===== src/common/psfb_map.svh =====
`ifndef PSFB_MAP_SVH
`define PSFB_MAP_SVH

// ----------------------------------------------------------------
// Bus widths
// ----------------------------------------------------------------
`define PSFB_AW 8
`define PSFB_DW 16

// ----------------------------------------------------------------
// Word addresses
// ----------------------------------------------------------------
`define PSFB_ADDR_W248  8'hF8
`define PSFB_ADDR_W249  8'hF9
`define PSFB_ADDR_W250  8'hFA
`define PSFB_ADDR_W251  8'hFB
`define PSFB_ADDR_CTRL  8'hFC
`define PSFB_ADDR_ALARM 8'hFD
`define PSFB_ADDR_SYSA  8'hFE
`define PSFB_ADDR_CLKC  8'hFF
`define PSFB_ADDR_PIO   8'h44
`define PSFB_ADDR_PORT1 8'h45
`define PSFB_ADDR_PORT2 8'h46
`define PSFB_ADDR_SW    8'h47
`define PSFB_ADDR_PWOFF 8'h57
`define PSFB_ADDR_SETUP 8'h80
`define PSFB_ADDR_FSET  8'h81
`define PSFB_ADDR_FRST  8'h82

// ----------------------------------------------------------------
// Field positions
// ----------------------------------------------------------------
`define PSFB_CTRL_FHOLD   11
`define PSFB_CTRL_IOHOLD  12
`define PSFB_CTRL_OUTOFF  15
`define PSFB_CTRL_MASK    16'h9800
`define PSFB_ALM_LOWBAT   8
`define PSFB_ALM_OVERRUN  9
`define PSFB_ALM_ON       13
`define PSFB_ALM_OFF      14
`define PSFB_ALM_FIRST    15
`define PSFB_SYSA_MIN     0
`define PSFB_SYSA_20MS    1
`define PSFB_SYSA_OVF     4
`define PSFB_SYSA_UNF     5
`define PSFB_SYSA_STEP    7
`define PSFB_SYSA_KEY     8
`define PSFB_SYSA_SEG     9
`define PSFB_SYSA_DIAL    10
`define PSFB_SYSA_PIOERR  15
`define PSFB_CLKC_100MS   0
`define PSFB_CLKC_200MS   1
`define PSFB_CLKC_1S      2
`define PSFB_CLKC_ERR     3
`define PSFB_CLKC_CARRY   4
`define PSFB_CLKC_GT      5
`define PSFB_CLKC_MATCH   6
`define PSFB_CLKC_LT      7
`define PSFB_SW_DIP6      12
`define PSFB_SETUP_RETAIN 0
`define PSFB_SETUP_NOBAT  1
`define PSFB_SETUP_NOOVR  2

// ----------------------------------------------------------------
// Values and timing
// ----------------------------------------------------------------
`define PSFB_FATAL_CODE   8'h9C
`define PSFB_CTRL_RESET   16'h0000
`define PSFB_CLK_PERIOD_NS 20
`define PSFB_TICK_NS      10000000
`define PSFB_TICK_CYCLES  ((`PSFB_TICK_NS) / (`PSFB_CLK_PERIOD_NS))
`define PSFB_TICK_MS      10
`define PSFB_HALF_MIN_MS  30000
`define PSFB_HALF_20MS_MS 10
`define PSFB_HALF_100MS_MS 50
`define PSFB_HALF_200MS_MS 100
`define PSFB_HALF_1S_MS   500

`endif


===== src/common/psfb_pkg.sv =====
package psfb_pkg;

   typedef struct packed {
      logic [11:0] cnt;
      logic        wave;
   } psfb_sq_s;

   typedef struct packed {
      logic s1;
      logic s2;
      logic s3;
      logic out;
   } psfb_sync_s;

   typedef struct packed {
      logic [19:0] tick_cnt;
      logic        tick;
      logic [15:0] ctrl;
      logic [7:0]  alarm_code;
      logic        pio_err;
      logic        low_bat;
      logic        overrun;
      logic        first_pend;
      logic        first_cycle;
      logic        ovf;
      logic        unf;
      logic        err;
      logic        cout;
      logic        gt;
      logic        match;
      logic        lt;
      logic        step_pend;
      logic        step_flag;
      logic [7:0]  pio_code;
      logic [15:0] port1;
      logic [15:0] port2;
      logic        dip6;
      logic [15:0] pwoff;
      logic [2:0]  setup;
      logic [15:0] fset;
      logic [15:0] frst;
      logic [15:0] image;
      logic [15:0] outputs;
      logic        lamp;
      logic [15:0] rd_data;
   } psfb_state_s;

endpackage : psfb_pkg


===== src/rtl/psfb_sync.sv =====
`timescale 1ns/1ps
`include "psfb_map.svh"

module psfb_sync (
   input  wire logic i_ref_clk,
   input  wire logic i_nrst,
   input  wire logic i_pin,
   output logic      o_level
);

   psfb_pkg::psfb_sync_s q;
   psfb_pkg::psfb_sync_s d;

   // ----------------------------------------------------------------
   // Three stages, change taken once the last two agree
   // ----------------------------------------------------------------
   always_comb begin
      d    = q;
      d.s1 = i_pin;
      d.s2 = q.s1;
      d.s3 = q.s2;
      if (q.s2 == q.s3) begin
         d.out = q.s3;
      end
   end

   always_ff @(posedge i_ref_clk or negedge i_nrst) begin
      if (!i_nrst) begin
         q <= '0;
      end else begin
         q <= d;
      end
   end

   assign o_level = q.out;

endmodule : psfb_sync


===== src/rtl/psfb_sqwave.sv =====
`timescale 1ns/1ps
`include "psfb_map.svh"

module psfb_sqwave #(
   parameter logic [11:0] HALF_TICKS = 12'h0001
) (
   input  wire logic i_ref_clk,
   input  wire logic i_nrst,
   input  wire logic i_tick,
   output logic      o_wave
);

   psfb_pkg::psfb_sq_s q;
   psfb_pkg::psfb_sq_s d;

   // ----------------------------------------------------------------
   // Half period counted in shared ticks keeps duty exact
   // ----------------------------------------------------------------
   always_comb begin
      d = q;
      if (i_tick) begin
         if (q.cnt == HALF_TICKS - 12'h0001) begin
            d.cnt  = '0;
            d.wave = ~q.wave;
         end else begin
            d.cnt = q.cnt + 12'h0001;
         end
      end
   end

   always_ff @(posedge i_ref_clk or negedge i_nrst) begin
      if (!i_nrst) begin
         q <= '0;
      end else begin
         q <= d;
      end
   end

   assign o_wave = q.wave;

endmodule : psfb_sqwave


===== src/rtl/psfb_top.sv =====
`timescale 1ns/1ps
`include "psfb_map.svh"


module psfb_top #(
   parameter logic [19:0] TICK_CYCLES = 20'(`PSFB_TICK_CYCLES)
) (
   input  wire logic                  i_ref_clk,
   input  wire logic                  i_nrst,
   // Register port
   input  wire logic [`PSFB_AW-1:0]   i_addr,
   input  wire logic [`PSFB_DW-1:0]   i_wr_data,
   input  wire logic                  i_wr,
   input  wire logic                  i_rd,
   output logic      [`PSFB_DW-1:0]   o_rd_data,
   // Scan and mode events
   input  wire logic                  i_scan_tick,
   input  wire logic                  i_run_entry,
   input  wire logic                  i_monitor_entry,
   input  wire logic                  i_op_change,
   input  wire logic                  i_power_up,
   input  wire logic                  i_error_clear,
   input  wire logic                  i_scan_overrun,
   // Instruction results
   input  wire logic                  i_instr_strobe,
   input  wire logic                  i_calc_overflow,
   input  wire logic                  i_calc_underflow,
   input  wire logic                  i_instr_error,
   input  wire logic                  i_carry,
   input  wire logic                  i_cmp_gt,
   input  wire logic                  i_cmp_match,
   input  wire logic                  i_cmp_lt,
   input  wire logic                  i_result_zero,
   input  wire logic                  i_step_start,
   input  wire logic                  i_hex_keypad_instr,
   input  wire logic                  i_digit_display_instr,
   input  wire logic                  i_thumbwheel_read_instr,
   // Pulse and counter engines
   input  wire logic                  i_port1_fault,
   input  wire logic                  i_port2_fault,
   input  wire logic [7:0]            i_pio_status_code,
   input  wire logic [3:0]            i_port1_pulse,
   input  wire logic [3:0]            i_port2_pulse,
   input  wire logic [1:0]            i_cnt1_flags,
   input  wire logic [1:0]            i_cnt2_flags,
   // Pins
   input  wire logic                  i_battery_low_pin,
   input  wire logic                  i_dip6_pin,
   // Output image and alarms
   input  wire logic [15:0]           i_prog_outputs,
   output logic      [15:0]           o_outputs,
   output logic                       o_outputs_blocked_lamp,
   output logic                       o_fatal_alarm,
   output logic      [7:0]            o_alarm_code
);

   psfb_pkg::psfb_state_s q;
   psfb_pkg::psfb_state_s d;

   logic        w_min;
   logic        w_20ms;
   logic        w_100ms;
   logic        w_200ms;
   logic        w_1s;
   logic        bat_level;
   logic        dip_level;
   logic [15:0] rel_set;
   logic [15:0] rel_rst;
   logic [15:0] word_alarm;
   logic [15:0] word_sysa;
   logic [15:0] word_clkc;

   // ----------------------------------------------------------------
   // Clock pulse generators
   // ----------------------------------------------------------------
   // One tick feeds every divider so all edges line up
   psfb_sqwave #(.HALF_TICKS(12'(`PSFB_HALF_MIN_MS / `PSFB_TICK_MS)))
   u_sq_min (
      .i_ref_clk (i_ref_clk),
      .i_nrst    (i_nrst),
      .i_tick    (q.tick),
      .o_wave    (w_min)
   );

   psfb_sqwave #(.HALF_TICKS(12'(`PSFB_HALF_20MS_MS / `PSFB_TICK_MS)))
   u_sq_20ms (
      .i_ref_clk (i_ref_clk),
      .i_nrst    (i_nrst),
      .i_tick    (q.tick),
      .o_wave    (w_20ms)
   );

   psfb_sqwave #(.HALF_TICKS(12'(`PSFB_HALF_100MS_MS / `PSFB_TICK_MS)))
   u_sq_100ms (
      .i_ref_clk (i_ref_clk),
      .i_nrst    (i_nrst),
      .i_tick    (q.tick),
      .o_wave    (w_100ms)
   );

   psfb_sqwave #(.HALF_TICKS(12'(`PSFB_HALF_200MS_MS / `PSFB_TICK_MS)))
   u_sq_200ms (
      .i_ref_clk (i_ref_clk),
      .i_nrst    (i_nrst),
      .i_tick    (q.tick),
      .o_wave    (w_200ms)
   );

   psfb_sqwave #(.HALF_TICKS(12'(`PSFB_HALF_1S_MS / `PSFB_TICK_MS)))
   u_sq_1s (
      .i_ref_clk (i_ref_clk),
      .i_nrst    (i_nrst),
      .i_tick    (q.tick),
      .o_wave    (w_1s)
   );

   // ----------------------------------------------------------------
   // Pin synchronisers
   // ----------------------------------------------------------------
   psfb_sync u_sync_bat (
      .i_ref_clk (i_ref_clk),
      .i_nrst    (i_nrst),
      .i_pin     (i_battery_low_pin),
      .o_level   (bat_level)
   );

   psfb_sync u_sync_dip (
      .i_ref_clk (i_ref_clk),
      .i_nrst    (i_nrst),
      .i_pin     (i_dip6_pin),
      .o_level   (dip_level)
   );

   // ----------------------------------------------------------------
   // Read-only word assembly
   // ----------------------------------------------------------------
   always_comb begin
      word_alarm                    = '0;
      word_alarm[7:0]               = q.alarm_code;
      word_alarm[`PSFB_ALM_LOWBAT]  = q.low_bat;
      word_alarm[`PSFB_ALM_OVERRUN] = q.overrun;
      word_alarm[`PSFB_ALM_ON]      = 1'b1;
      word_alarm[`PSFB_ALM_OFF]     = 1'b0;
      word_alarm[`PSFB_ALM_FIRST]   = q.first_cycle;

      word_sysa                     = '0;
      word_sysa[`PSFB_SYSA_MIN]     = w_min;
      word_sysa[`PSFB_SYSA_20MS]    = w_20ms;
      word_sysa[`PSFB_SYSA_OVF]     = q.ovf;
      word_sysa[`PSFB_SYSA_UNF]     = q.unf;
      word_sysa[`PSFB_SYSA_STEP]    = q.step_flag;
      word_sysa[`PSFB_SYSA_KEY]     = i_hex_keypad_instr;
      word_sysa[`PSFB_SYSA_SEG]     = i_digit_display_instr;
      word_sysa[`PSFB_SYSA_DIAL]    = i_thumbwheel_read_instr;
      word_sysa[`PSFB_SYSA_PIOERR]  = q.pio_err;

      word_clkc                     = '0;
      word_clkc[`PSFB_CLKC_100MS]   = w_100ms;
      word_clkc[`PSFB_CLKC_200MS]   = w_200ms;
      word_clkc[`PSFB_CLKC_1S]      = w_1s;
      word_clkc[`PSFB_CLKC_ERR]     = q.err;
      word_clkc[`PSFB_CLKC_CARRY]   = q.cout;
      word_clkc[`PSFB_CLKC_GT]      = q.gt;
      word_clkc[`PSFB_CLKC_MATCH]   = q.match;
      word_clkc[`PSFB_CLKC_LT]      = q.lt;
   end

   // ----------------------------------------------------------------
   // Next state
   // ----------------------------------------------------------------
   always_comb begin
      d       = q;
      rel_set = '0;
      rel_rst = '0;

      // Shared time base
      d.tick = 1'b0;
      if (q.tick_cnt >= TICK_CYCLES - 20'h0_0001) begin
         d.tick_cnt = '0;
         d.tick     = 1'b1;
      end else begin
         d.tick_cnt = q.tick_cnt + 20'h0_0001;
      end

      // Condition flags follow each completed instruction
      if (i_instr_strobe) begin
         d.ovf = i_calc_overflow;
         d.unf = i_calc_underflow;
         d.err = i_instr_error;
         d.cout = i_carry;
         d.gt  = i_cmp_gt;
         d.match = i_cmp_match | i_result_zero;
         d.lt  = i_cmp_lt;
      end

      // One-scan flags: a start in the boundary cycle is kept
      if (i_scan_tick) begin
         d.step_flag   = q.step_pend;
         d.step_pend   = 1'b0;
         d.first_cycle = q.first_pend;
         d.first_pend  = 1'b0;
      end
      if (i_step_start) begin
         d.step_pend = 1'b1;
      end

      // Error clear first, so a fault in the same cycle wins
      if (i_error_clear) begin
         d.pio_err    = 1'b0;
         d.alarm_code = '0;
         d.low_bat    = 1'b0;
         d.overrun    = 1'b0;
      end
      if (i_port1_fault | i_port2_fault) begin
         d.pio_err    = 1'b1;
         d.alarm_code = `PSFB_FATAL_CODE;
      end
      if (bat_level & ~q.setup[`PSFB_SETUP_NOBAT]) begin
         d.low_bat = 1'b1;
      end
      if (i_scan_overrun & ~q.setup[`PSFB_SETUP_NOOVR]) begin
         d.overrun = 1'b1;
      end

      // Aux words sampled once per scan; pwoff counts power-ups
      if (i_scan_tick) begin
         d.pio_code = i_pio_status_code;
         d.port1    = {i_port1_pulse, 2'b00, i_cnt1_flags, 8'h00};
         d.port2    = {i_port2_pulse, 2'b00, i_cnt2_flags, 8'h00};
         d.dip6     = dip_level;
      end
      if (i_power_up) begin
         d.pwoff = q.pwoff + 16'h0001;
      end

      // Register writes; system words other than control are ignored
      if (i_wr) begin
         case (i_addr)
            `PSFB_ADDR_CTRL: begin
               d.ctrl = i_wr_data & `PSFB_CTRL_MASK;
            end
            `PSFB_ADDR_SETUP: begin
               d.setup = i_wr_data[2:0];
            end
            `PSFB_ADDR_FSET: begin
               d.fset = i_wr_data;
            end
            `PSFB_ADDR_FRST: begin
               d.frst = i_wr_data;
            end
            default: begin
               d.ctrl = d.ctrl;
            end
         endcase
      end

      // Hold bits lost at power-up unless retention is enabled
      if (i_power_up & ~q.setup[`PSFB_SETUP_RETAIN]) begin
         d.ctrl[`PSFB_CTRL_FHOLD]  = 1'b0;
         d.ctrl[`PSFB_CTRL_IOHOLD] = 1'b0;
      end

      // Force release on run entry, and on monitor entry unless force hold is set
      if (i_monitor_entry & ~q.ctrl[`PSFB_CTRL_FHOLD]) begin
         d.fset = '0;
         d.frst = '0;
      end
      if (i_run_entry) begin
         d.fset       = '0;
         d.frst       = '0;
         d.first_pend = 1'b1;
      end

      // Output image, refreshed at scan end
      if (i_op_change & ~q.ctrl[`PSFB_CTRL_IOHOLD]) begin
         d.image = '0;
      end else if (i_scan_tick) begin
         d.image = i_prog_outputs;
      end

      // Released bits keep their forced level until the program rewrites them
      rel_set = q.fset & ~d.fset;
      rel_rst = q.frst & ~d.frst;
      d.image = (d.image | rel_set) & ~rel_rst;

      // Inhibit overrides program and force alike
      if (d.ctrl[`PSFB_CTRL_OUTOFF]) begin
         d.outputs = '0;
      end else begin
         d.outputs = (d.image | d.fset) & ~d.frst;
      end
      d.lamp = d.ctrl[`PSFB_CTRL_OUTOFF];

      // Read data stands only in the cycle after the strobe
      d.rd_data = '0;
      if (i_rd) begin
         case (i_addr)
            `PSFB_ADDR_CTRL:  d.rd_data = q.ctrl;
            `PSFB_ADDR_ALARM: d.rd_data = word_alarm;
            `PSFB_ADDR_SYSA:  d.rd_data = word_sysa;
            `PSFB_ADDR_CLKC:  d.rd_data = word_clkc;
            `PSFB_ADDR_PIO:   d.rd_data = {q.pio_code, 8'h00};
            `PSFB_ADDR_PORT1: d.rd_data = q.port1;
            `PSFB_ADDR_PORT2: d.rd_data = q.port2;
            `PSFB_ADDR_SW:    d.rd_data = 16'(q.dip6) << `PSFB_SW_DIP6;
            `PSFB_ADDR_PWOFF: d.rd_data = q.pwoff;
            `PSFB_ADDR_SETUP: d.rd_data = {13'h0000, q.setup};
            `PSFB_ADDR_FSET:  d.rd_data = q.fset;
            `PSFB_ADDR_FRST:  d.rd_data = q.frst;
            default:          d.rd_data = '0;
         endcase
      end
   end

   // ----------------------------------------------------------------
   // State register
   // ----------------------------------------------------------------
   always_ff @(posedge i_ref_clk or negedge i_nrst) begin
      if (!i_nrst) begin
         q <= '0;
      end else begin
         q <= d;
      end
   end

   // ----------------------------------------------------------------
   // Outputs
   // ----------------------------------------------------------------
   assign o_rd_data              = q.rd_data;
   assign o_outputs              = q.outputs;
   assign o_outputs_blocked_lamp = q.lamp;
   assign o_fatal_alarm          = q.pio_err;
   assign o_alarm_code           = q.alarm_code;

endmodule : psfb_top


===== config.mk =====
export PLATFORM = sky130hd
export DESIGN_NAME = psfb_top
export DESIGN_NICKNAME = d
export VERILOG_FILES = /design/src/common/psfb_pkg.sv /design/src/rtl/psfb_sync.sv /design/src/rtl/psfb_sqwave.sv /design/src/rtl/psfb_top.sv
export VERILOG_INCLUDE_DIRS = /design/src /design/src/common
export SDC_FILE = /design/constraint.sdc
export NUM_CORES = 1
export LEC_CHECK = 0
export BUFFER_PORTS_ARGS = -buffer_cell sky130_fd_sc_hd__buf_4
export CAP_MARGIN = 20
export CORE_UTILIZATION = 30
export DETAILED_ROUTE_END_ITERATION = 10
export PLACE_DENSITY = 0.5
export SLEW_MARGIN = 25
export SYNTH_ARGS = -nofsm -noshare
export SYNTH_HDL_FRONTEND = slang
export SYNTH_SLANG_ARGS = --single-unit

===== constraint.sdc =====
create_clock -name i_ref_clk -period 2.65 [get_ports i_ref_clk]
set_clock_uncertainty 0.1 [all_clocks]
set_input_delay 0.1325 -clock i_ref_clk [delete_from_list [all_inputs] [get_ports i_ref_clk]]
set_output_delay 0.1325 -clock i_ref_clk [all_outputs]
set_load 0.02 [all_outputs]

### Word-level counts from Yosys, hierarchy flattened

Index checks and enable logic that the tools add are counted.

* multiplexer cells: 28
* shift-type cells: 0
* div/mod/pow operators: 0
* reductions and logical operators: 15
* equality and inequality tests: 18
* multiply operators: 0
* bitwise operators: 26
* magnitude comparators: 1
* $add $sub $neg: 7

Operators with widths (count)
* case mux 16 bit (12 select lines): 1
* 2-to-1 mux 16 bit: 8
* 2-to-1 mux 32 bit: 3
* AND 16 bit: 4
* adder 12 x 1 -> 12 bit (second input constant): 5
* 2-to-1 mux 12 bit: 5
* equality test 8 bit (second input constant): 7
* NOT 16 bit: 3
* equality test 8 x 7 -> 1 bit (second input constant): 5
* OR 16 bit: 2
* adder 20 x 1 -> 20 bit (second input constant): 1
* greater-or-equal comparator 20 x 19 -> 1 bit (second input constant): 1
* 2-to-1 mux 20 bit: 1
* adder 16 x 1 -> 16 bit (second input constant): 1
* AND reduction 2 bit: 7
* nonzero test 2 bit: 7
* equality test 12 bit (second input constant): 1
* equality test 12 x 3 -> 1 bit (second input constant): 1
* equality test 12 x 4 -> 1 bit (second input constant): 1
* equality test 12 x 6 -> 1 bit (second input constant): 1
* zero test 12 bit: 1
* 2-to-1 mux 11 bit: 1
* NOT 1 bit: 10
* 2-to-1 mux 9 bit: 1
* 5 further kinds: 17

* latch bits: 0
* memory bits (writable): 0
* memories kept: 0
* flip-flop bits (word level): 239
* memory bits (read-only): 0
* word-level logic and storage cells: 143

### Longest topological paths before layout

Gate-level depths: netlist (run 1).

* word-level depth: 12
* depth in mapped cells: 8

### By module

From an unflattened synthesis (run 1), not the netlist that was laid out.

* cells, all modules: 1048
* area total of the unflattened synthesis: 11569.8 um2

By module, submodules not included
* psfb_top: cells an instance 725, area an instance 8036.5 um2, instances 1
* psfb_sqwave (u_sq_min): cells an instance 73, area an instance 705.7 um2, instances 1
* psfb_sqwave (u_sq_1s): cells an instance 63, area an instance 664.4 um2, instances 1
* psfb_sqwave (u_sq_200ms): cells an instance 59, area an instance 664.4 um2, instances 1
* psfb_sqwave (u_sq_100ms): cells an instance 59, area an instance 645.6 um2, instances 1
* psfb_sqwave (u_sq_20ms): cells an instance 59, area an instance 630.6 um2, instances 1
* psfb_sync: cells an instance 5, area an instance 111.4 um2, instances 2

### Least setup slack after synthesis (run 1)

OpenSTA, ideal clock, no wires.

* kind: register to register
* from: register q[180] (netlist bit)
* to: register q[198] (netlist bit)
* data arrival time: 1.831 ns
* setup time: 0.077 ns
* stages on the path, launching flop included: 7
* setup slack: 0.641 ns
* data required time: 2.473 ns
* path buffers: 0
* cells stage by stage: dfrtp_1 -> ha_1 -> and4_1 -> nand4_1 -> nor3_1 -> or4b_1 -> a21oi_1

RTL lines
* start, declared: RTL line psfb_top.sv:57 `psfb_pkg::psfb_state_s q;`
* start signal, assigned: RTL line psfb_top.sv:320 `q <= '0;`
* start signal, assigned: RTL line psfb_top.sv:322 `q <= d;`

==> results of run 1 <==
[power by group]
group,switching [mW],total [mW],internal [mW]
logic,0.540,1.12,0.584
clock network,1.45,3.56,2.12
registers,0.329,4.17,3.85
[state kept, by name, indices dropped and copies added, names as in the netlist, 2 cells and up]
signal,count
o_outputs,16
o_rd_data,16
q,125
u_sq_100ms.q,12
u_sq_1s.q,12
u_sq_200ms.q,12
u_sq_20ms.q,12
u_sq_min.q,12
u_sync_bat.d,2
u_sync_dip.d,2
[cell usage in the layout, fill, tap and decap left out, types with 6 or more instances in the layout]
cell type	netlist	routed
nand4_1	21	21
clkbuf_8	0	6
xnor2_1	42	42
buf_4	44	150
xor2_1	33	33
and3_1	29	29
o22ai_1	6	6
nand3b_1	18	18
a22oi_2	14	14
nor2_1	91	91
dlygate4sd3_1	0	81
nand3_1	39	39
clkinv_2	0	8
nand2_1	106	105
o221a_2	14	14
nor4_1	7	7
nor3_1	13	13
mux2i_1	46	46
ha_1	11	11
a31oi_1	13	13
o21ai_0	45	45
buf_12	0	6
a22oi_1	9	9
inv_1	20	20
nand2b_1	9	9
dfrtp_1	231	231
a21oi_1	51	51
clkbuf_16	0	27
mux2_2	33	33
[metrics by stage]
step	util, %	instances	hold slack, ns
2_1_floorplan	-	1061	-0.2631
3_3_place_gp	34.10	1597	0.06763
3_5_place_dp	34.10	1597	0.05975
4_1_cts	38.60	1724	0.002111
5_1_grt	38.68	1727	0.04085
6_report	38.68	1728	0.01233
[timing repair]
item / in CTS / in global routing
setup buffers: 0 / 2
hold buffers: 80 / 1
setup endpoints to repair: 0 / 2
hold endpoints to repair: 347 / 7
resized for setup: 0 / 2
[worst register-to-register path: stages (launching register included)]
cell and delay (ns):
dfrtp_1 0.39, ha_1 0.21, and4_1 0.26, nand4_1 0.23, nor3_1 0.32, or4b_1 0.46
a21oi_1 0.15
[cells by family after synthesis]
logic type                 synth area share, %
adders and majority gates                1.413
other                                  0.03361
and+or+nand+nor                          16.54
DFF                                      51.81
xor gates and xnor gates                 5.888
buffers and inverters                    5.349
muxes                                    7.581
AOI/OAI and AO/OA                        11.38
[routing by layer]
layer / wire, um / share of wire [%] / up-vias / global-route usage [%]
met5: 8 / 0.027 / - / 0
met4: 836 / 2.8 / 2 / 4.374
met3: 1242 / 4.2 / 47 / 2.620
met2: 13770 / 47 / 162 / 25.74
met1: 13680 / 46 / 4056 / 21.60
li1: - / - / 4062 / -
[worst paths after layout]
kind,startpoint,to,slack [ns],cells after the start
max in group asynchronous,i_nrst,u_sq_20ms.q[9],1.68,3
min in group asynchronous,i_nrst,q[47],0.08,2
setup / recovery,i_addr[7],o_rd_data[10],0.21,9
hold / removal,i_prog_outputs[13],q[46],0.01,5
setup reg to reg,q[180],q[198],0.46,6
hold reg to reg,u_sync_bat.d[2],u_sync_bat.d[1],0.25,0
[cell type report]
type | count | area [sq um]
flip-flops and latches | 231 | 5781
clock buffers | 38 | 777.0
repair buffers | 238 | 2072
multi-input cells | 723 | 4800
well taps | 468 | 585.6
fillers | 3635 | 22450
diodes | 1 | 2.502
inverters | 20 | 75.07
clock inverters | 9 | 70.07
==> out/metrics.yaml, run 1 <==
pwr:
  finalPower_mw: 8.862
  p_leak_nw: 6.417
  peakVddDrop_uv: 404.2
  p_per_area_nw_per_um2: 625.7
cells_and_area:
  nNetsFinal: 1339
  design_area_sq_um: 14160
  drive_gt1_share_pct: 21.45
  syn_to_final_growth_pct: 26.94
worst_setup_path:
  cpPeakStageDelay_ns: 0.58
  path_max_fanout: 13
  worst_ep_required_time_ns: 2.96
  path_class: "input pin to register"
  arrival_ns: 2.75
  cp_slowest_cell: "dlygate4sd3_1"
  worstPathCellList: "dlygate4sd3_1 > buf_4 > and4_1 > and2_2 > a221o_1 > nand2_2 > buf_4 > a21oi_1 > dlygate4sd3_1"
  setup.worst_path.end_class: "register"
  cp-start-kind: "input pin"
  cp_top_family: "buffers and inverters"
  cp_num_buf_inv: 4
synthesis:
  synth_area_leaders: "dfrtp_1 52%, mux2i_1 4.1%, nand2_1 3.6%, mux2_2 3.3%, xnor2_1 3.3%"
  ys_seq_area_share_pct: 51.81
  synth_top_area_share_pct: 51.81
  yosys.cell_types.count: 63
  yosysTopAreaCell: "dfrtp_1"
  synth_edf_count: 0
  netlist_area_sq_um: 11160
  ys_dominant_reg_cell: "dfrtp_1"
  postSynthCellCount: 1057
  avgSynthCellArea_sq_um: 10.56
  async_flop_share_pct: 100.0
  synth-seq-cells: 231
  yosysMostFrequentCell: "dfrtp_1"
  synthTopCellsByCount: "231 x dfrtp_1, 106 x nand2_1, 91 x nor2_1, 51 x a21oi_1, 46 x mux2i_1"
  yosys_warnings: 0
floorplan:
  fp.dieH_um: 194.8
  die_x_um: 194.8
  rows: 70
  start_util_pct: 30.48
  ios: 130
  die_area_sq_um: 37960
  core_area_sq_um: 36610
sta:
  finalHoldViolCount: 0
  slew_headroom_pct: 50.32
  maxSlewViolCount: 0
  setup_viol: 0
  rsz0062_at_grt: "no"
  tightest_slew_ns: 0.7447
  fmax_ghz: 0.4104
  finalCriticalPeriod_ns: 2.437
  setup_ws_ns: 0.2132
  fin_setup_tns_ns: 0
  final_min_period_over_clock_period_pct: 91.95
drt:
  ant_nets: 0
  drc: 0
  dr.pass1.iters: 5
  via_per_inst: 4.820
  num_vias: 8329
  wirelength_mm: 29.53
  drt-initial-drc-count: 446
  wire_per_inst_um: 17.09
grt:
  grt_pass1_vias: 8528
  grt_max_degree: 71
  grt.total_usage_pct: 15.79
  grt-ovfl-total: 0
  grt_pass1_wl_mm: 47.93
  antenna_found_initial: 2
hold_path:
  hold_class: "input pin to register"
clock_network:
  clock_sinks: 231
  cts.path.max_buffers: 3
  clk_pin_slew_ns: 0.06
  h-tree-depth: 1
  numCtsBuffers: 26
  cts_tree: "built"
  cts_root_buffer: "clkbuf_16"
  clock_latency_ns: 0.53
place:
  postPlaceCellArea_sq_um: 12480
  dp_slack_ns: 0.4498
  port_buffers: 125
  dp_hpwl_mm: 20.78
  gp_congestion: 0.8513
job:
  drv_cap: 0
run_status:
  status: "complete, no violations"
Note: power is estimated with default switching activity, not from simulation.
==> run 2, diff against run 1 <==
==> constraint.sdc (replaced) <==
create_clock -name i_ref_clk -period 2.95 [get_ports i_ref_clk]
set_clock_uncertainty 0.1 [all_clocks]
set_input_delay 0.1475 -clock i_ref_clk [delete_from_list [all_inputs] [get_ports i_ref_clk]]
set_output_delay 0.1475 -clock i_ref_clk [all_outputs]
set_load 0.02 [all_outputs]
==> out/metrics.yaml, run 2 (same netlist as run 1, synthesis figures left out) <==
place:
  dp_slack_ns: 0.7251
  gp_congestion: 0.7940
  port_buffers: 125
  dp_hpwl_mm: 20.52
hold_path:
  min-delay-start: "i_prog_outputs[7]"
  hold_class: "input pin to register"
cells_and_area:
  final_common_cell: "dfrtp_1"
  top_register: "q"
  largest_reg_flops: 125
  drive_gt1_share_pct: 20.19
  nNetsFinal: 1321
  post-route-util_pct: 38.10
  syn_to_final_growth_pct: 25.02
  layout_common_cells: "231 x dfrtp_1, 141 x buf_4, 106 x nand2_1"
clock_network:
  numCtsBuffers: 27
  cts_setup_buffers: 0
  hold_buffers: 74
  clock_sinks: 231
  clk_pin_slew_ns: 0.06
  cts.path.max_buffers: 3
  cts_resized: 0
  h-tree-depth: 1
  cts_tree: "built"
  cts_root_buffer: "clkbuf_16"
  clock_latency_ns: 0.53
sta:
  final_min_period_over_clock_period_pct: 87.62
  rsz0062_at_grt: "no"
  finalHoldViolCount: 0
  finalCriticalPeriod_ns: 2.585
  fin_setup_tns_ns: 0
  slew_headroom_pct: 51.10
  setup_viol: 0
  setup_ws_ns: 0.3651
  tightest_slew_ns: 0.7330
  maxSlewViolCount: 0
  fmax_ghz: 0.3869
drt:
  dr.pass1.iters: 5
  via_per_inst: 4.852
  ant_nets: 0
  drc: 0
  wirelength_mm: 29.48
  wire_per_inst_um: 17.27
  num_vias: 8283
  drt-initial-drc-count: 434
worst_setup_path:
  setup.worst_path.end_class: "register"
  critPathLaunch: "i_addr[7]"
  worst_ep_required_time_ns: 3.32
  arrival_ns: 2.96
  r2r-start: "q[180]"
  path_max_fanout: 16
  path_class: "input pin to register"
  cp-start-kind: "input pin"
pwr:
  internal_power_mw: 5.871
  p_leak_nw: 6.292
  p_per_area_nw_per_um2: 568.3
  peakVddDrop_uv: 358.9
  finalPower_mw: 7.927
  seqPwrFrac_pct: 47.5
  power_switching_mw: 2.056
  power_frac_clock_pct: 40.1
  p_sw_share_pct: 25.94
  p_comb_share_pct: 12.5
floorplan:
  fp.dieH_um: 194.8
  die_x_um: 194.8
  ios: 130
  die_area_sq_um: 37960
  rows: 70
  start_util_pct: 30.48
  core_area_sq_um: 36610
grt:
  grt-ovfl-total: 0
  grt_pass1_wl_mm: 46.96
  grt.total_usage_pct: 15.64
  antenna_found_initial: 2
  grt_pass1_vias: 8355
  grt_max_degree: 77
job:
  drv_cap: 0
run_status:
  status: "complete, no violations"
run 2: cell count changes in the layout (fill, tap and decap cells not counted):
cell | before | now
clkbuf_1 | 5 | 9
buf_12 | 6 | 3
buf_4 | 150 | 141
nand2_2 | 1 | 0
dlygate4sd3_1 | 81 | 74
and2_1 | 3 | 4
and2_2 | 1 | 0
nand2_1 | 105 | 106
clkinv_2 | 8 | 1
clkinvlp_4 | 0 | 1
run 2: final timing paths:
check / end / slack [ns] / depth (start not counted)
hold / removal: q[40] / 0.02 / 5
setup reg to reg: q[198] / 0.72 / 6
min in group asynchronous: o_outputs[13] / 0.09 / 2
setup / recovery: o_rd_data[8] / 0.37 / 8
hold reg to reg: u_sync_dip.d[1] / 0.25 / 0
max in group asynchronous: o_rd_data[4] / 1.80 / 3
run 2: layer usage:
layer	global-route usage, %	routed length (um)	share of wire [%]	vias up
met5	0	10	0.034	-
met4	4.287	734	2.5	2
met3	2.308	1115	3.8	50
met2	25.62	13840	47	169
met1	21.48	13780	47	4033
li1	-	-	-	4029
run 2: worst max-delay path, cell delays in order:
cell and delay (ns):
dlygate4sd3_1 0.58, buf_4 0.14, and4_1 0.27, and2_1 0.43, a221o_1 0.17, nand2_1 0.36
a31oi_1 0.27, dlygate4sd3_1 0.57
run 2: through the flow:
| step | instances | cell area (sq um) | hold slack, ns |
|---|---|---|---|
| floorplan | 1061 | 11170 | -0.2481 |
| global placement | 1587 | 12370 | 0.08073 |
| detailed placement | 1587 | 12370 | 0.06844 |
| CTS | 1706 | 13950 | 0.002374 |
| global route | 1707 | 13950 | 0.05744 |
| finish | 1707 | 13950 | 0.02099 |
run 2: cell type report:
cell class	count	area, sq um
Sequential cell	231	5781
Clock inverter	3	42.54
Timing Repair Buffer	219	1874
Antenna cell	1	2.502
Tap cell	468	585.6
Multi-Input combinational cell	723	4796
Clock buffer	42	792.0
Fill cell	3629	22660
Inverter	20	75.07
run 2: power by group through the flow:
| stage | logic, mW | registers (mW) | clock network (mW) |
|---|---|---|---|
| floorplan | 0.612 | 3.71 | 0 |
| global placement | 0.905 | 3.81 | 0 |
| detailed placement | 0.923 | 3.81 | 0 |
| CTS | 1.01 | 3.76 | 3.28 |
| global route | 1.12 | 3.81 | 3.41 |
| finish | 0.988 | 3.76 | 3.18 |
==> run 3, diff against run 2 <==
--- a/config.mk
+++ b/config.mk
@@ -10,8 +10,9 @@
 export CAP_MARGIN = 20
 export CORE_UTILIZATION = 30
 export DETAILED_ROUTE_END_ITERATION = 10
-export PLACE_DENSITY = 0.5
+export PLACE_DENSITY = 0.49
 export SLEW_MARGIN = 25
 export SYNTH_ARGS = -nofsm -noshare
 export SYNTH_HDL_FRONTEND = slang
+export SYNTH_HIERARCHICAL = 1
 export SYNTH_SLANG_ARGS = --single-unit
==> out/metrics.yaml, run 3 <==
pwr:
  p_per_area_nw_per_um2: 613.0
  power_switching_mw: 2.355
  p_sw_share_pct: 26.32
  p_leak_nw: 6.494
  p_comb_share_pct: 13.1
  seqPwrFrac_pct: 43.1
  finalPower_mw: 8.948
  peakVddDrop_uv: 370.2
  internal_power_mw: 6.593
  power_frac_clock_pct: 43.8
synthesis:
  synth_edf_count: 0
  avgSynthCellArea_sq_um: 11.04
  netlist_area_sq_um: 11570
  yosys.cell_types.count: 80
  ys_dominant_reg_cell: "dfrtp_1"
  synth-seq-cells: 231
  postSynthCellCount: 1048
  ys_seq_area_share_pct: 49.96
  yosysMostFrequentCell: "dfrtp_1"
  yosys_warnings: 6
  synthTopCellsByCount: "231 x dfrtp_1, 87 x nor2_1, 52 x nand3_1, 50 x nand2_1, 47 x inv_1"
  synth_top_area_share_pct: 49.96
  synth_area_leaders: "dfrtp_1 50%, mux2_2 3.4%, mux2i_1 3.3%, xnor2_1 3.3%, nor2_1 2.8%"
  async_flop_share_pct: 100.0
  yosysTopAreaCell: "dfrtp_1"
drt:
  dr_wl_met3_mm: 1.179
  wire_per_inst_um: 17.87
  via_per_inst: 4.925
  dr.pass1.iters: 5
  dr.max_layer_used: "met4"
  met2_length_mm: 14.78
  drc: 0
  drt-met1-wl_mm: 14.18
  drt-initial-drc-count: 425
  ant_nets: 0
  wirelength_mm: 31.07
  num_vias: 8564
worst_setup_path:
  rr_worst_depth: 6
  worstPathCellList: "dlygate4sd3_1 > buf_4 > nor2b_1 > buf_4 > a22oi_1 > o22ai_1 > a221oi_1 > a21oi_1 > dlygate4sd3_1"
  cp_slowest_cell: "dlygate4sd3_1"
  cp_top_family: "buffers and inverters"
  worst-path-stages: 9
  path_class: "input pin to register"
  arrival_ns: 2.85
  path_max_fanout: 21
  critPathLaunch: "i_addr[1]"
  setup.worst_path.end_class: "register"
  cp-start-kind: "input pin"
  reg2reg_to: "q[182]"
  r2r-start: "q[180]"
  cpPeakStageDelay_ns: 0.58
  crit_path_end: "o_rd_data[8]"
  cp_num_buf_inv: 4
  rrSetupSlack_ns: 0.77
  worst_ep_required_time_ns: 3.28
cells_and_area:
  drive_gt1_share_pct: 22.96
  instances_no_fill: 1739
  final_common_cell: "dfrtp_1"
  antenna_cells: 0
  top_register: "q"
  multi_input_area_sq_um: 5081
  nFillCells: 3727
  syn_to_final_growth_pct: 26.17
  nNetsFinal: 1305
  largest_reg_flops: 125
  ff_latch_area_sq_um: 5781
  layout_common_cells: "231 x dfrtp_1, 141 x buf_4, 87 x nor2_1"
sta:
  tightest_slew_ns: 0.7050
  rsz0062_at_grt: "no"
  finalHoldViolCount: 0
  maxSlewViolCount: 0
  slew_headroom_pct: 53.00
  setup_viol: 0
  fin_setup_tns_ns: 0
  final_min_period_over_clock_period_pct: 85.46
  finalCriticalPeriod_ns: 2.521
  fmax_ghz: 0.3967
floorplan:
  start_util_pct: 30.57
  die_area_sq_um: 39350
  ios: 130
  rows: 71
  core_area_sq_um: 37840
  fp.dieH_um: 198.4
  die_x_um: 198.4
run_status:
  status: "complete, no violations"
clock_network:
  clock_sinks: 231
  cts_tree: "built"
  hold_buffers: 70
  cts_setup_buffers: 0
  clock_latency_ns: 0.55
  numCtsBuffers: 28
  h-tree-depth: 1
  clk_pin_slew_ns: 0.06
  cts_root_buffer: "clkbuf_16"
  cts.path.max_buffers: 3
  cts_resized: 0
grt:
  antenna_found_initial: 0
  grt.total_usage_pct: 15.74
  grt_pass1_wl_mm: 48.64
  grt_max_degree: 74
  grt-ovfl-total: 0
  grt_pass1_vias: 8621
place:
  gp_congestion: 0.8459
  port_buffers: 125
  dp_hpwl_mm: 21.50
  dp_cells: 1617
job:
  drv_cap: 0
hold_path:
  min-delay-start: "i_addr[6]"
  hold_class: "input pin to register"
==> run 3: cell count changes after synthesis, moves of 14 or more <==
cell and delta:
a21oi_1 -33, o21ai_0 -33, and3_1 -15, o31ai_1 +15, nand2_1 -56, a311oi_2 +14
inv_1 +27, o2bb2ai_1 +15, o221a_1 +26, a22oi_2 -14
==> run 3: worst min path at each step <==
stage	to	cells past startpoint
after floorplan	o_alarm_code[4]	0
after global placement	o_outputs[6]	1
after detailed placement	o_outputs[6]	1
after CTS	q[76]	4
after global routing	q[74]	4
final	q[74]	4
==> run 3: power by group through the flow <==
stage / Sequential [mW] / Clock, mW / Combinational, mW
6_report: 3.86 / 3.92 / 1.17
5_1_grt: 3.91 / 4.17 / 1.32
4_1_cts: 3.85 / 4.04 / 1.18
3_5_place_dp: 3.91 / 0 / 1.10
3_3_place_gp: 3.90 / 0 / 1.08
2_1_floorplan: 3.78 / 0 / 0.777
==> run 3: area by class of cell <==
class / count / share of cell area [%]
clock inverter: 17 / 2.049
inverter: 47 / 1.209
clock buffer: 35 / 5.254
tap: 511 / 4.380
timing repair buffer: 216 / 12.70
multi-input combinational: 682 / 34.81
sequential: 231 / 39.60
==> run 3: cells by family after synthesis <==
kind of cell / after synthesis / share of synthesized area, %
AOI/OAI and AO/OA: 196 / 14.38
xor gates and xnor gates: 74 / 5.602
adders and majority gates: 13 / 1.384
buffers and inverters: 139 / 6.315
DFF: 231 / 49.96
muxes: 74 / 6.889
other: 1 / 0.03241
and+or+nand+nor: 320 / 15.43
==> run 3: metrics by stage <==
stage / area (sq um) / hold WS (ns) / util [%] / worst slack (ns)
finish: 14600 / 0.07649 / 38.57 / 0.4290
CTS: 14600 / 0.06069 / 38.57 / 0.4279
detailed placement: 12830 / 0.07483 / 33.91 / 0.5870
floorplan: 11580 / -0.2481 / - / 1.078
global placement: 12830 / 0.06958 / 33.91 / 0.6237
global route: 14600 / 0.08713 / 38.57 / 0.2738
==> run 3: per-layer routing <==
metal | GRT usage (%) | vias up
met5 | 0 | -
met4 | 5.312 | 0
met3 | 2.187 | 49
met2 | 25.89 | 179
met1 | 21.19 | 4243
li1 | - | 4093
==> run 3: worst register-to-register path, cell delays in order, from the launching register on <==
cell and delay (ns):
dfrtp_1 0.38, ha_1 0.21, and4_1 0.28, nor4_1 0.07, o21ai_0 0.21, a41o_1 0.67, nor2_1 0.12
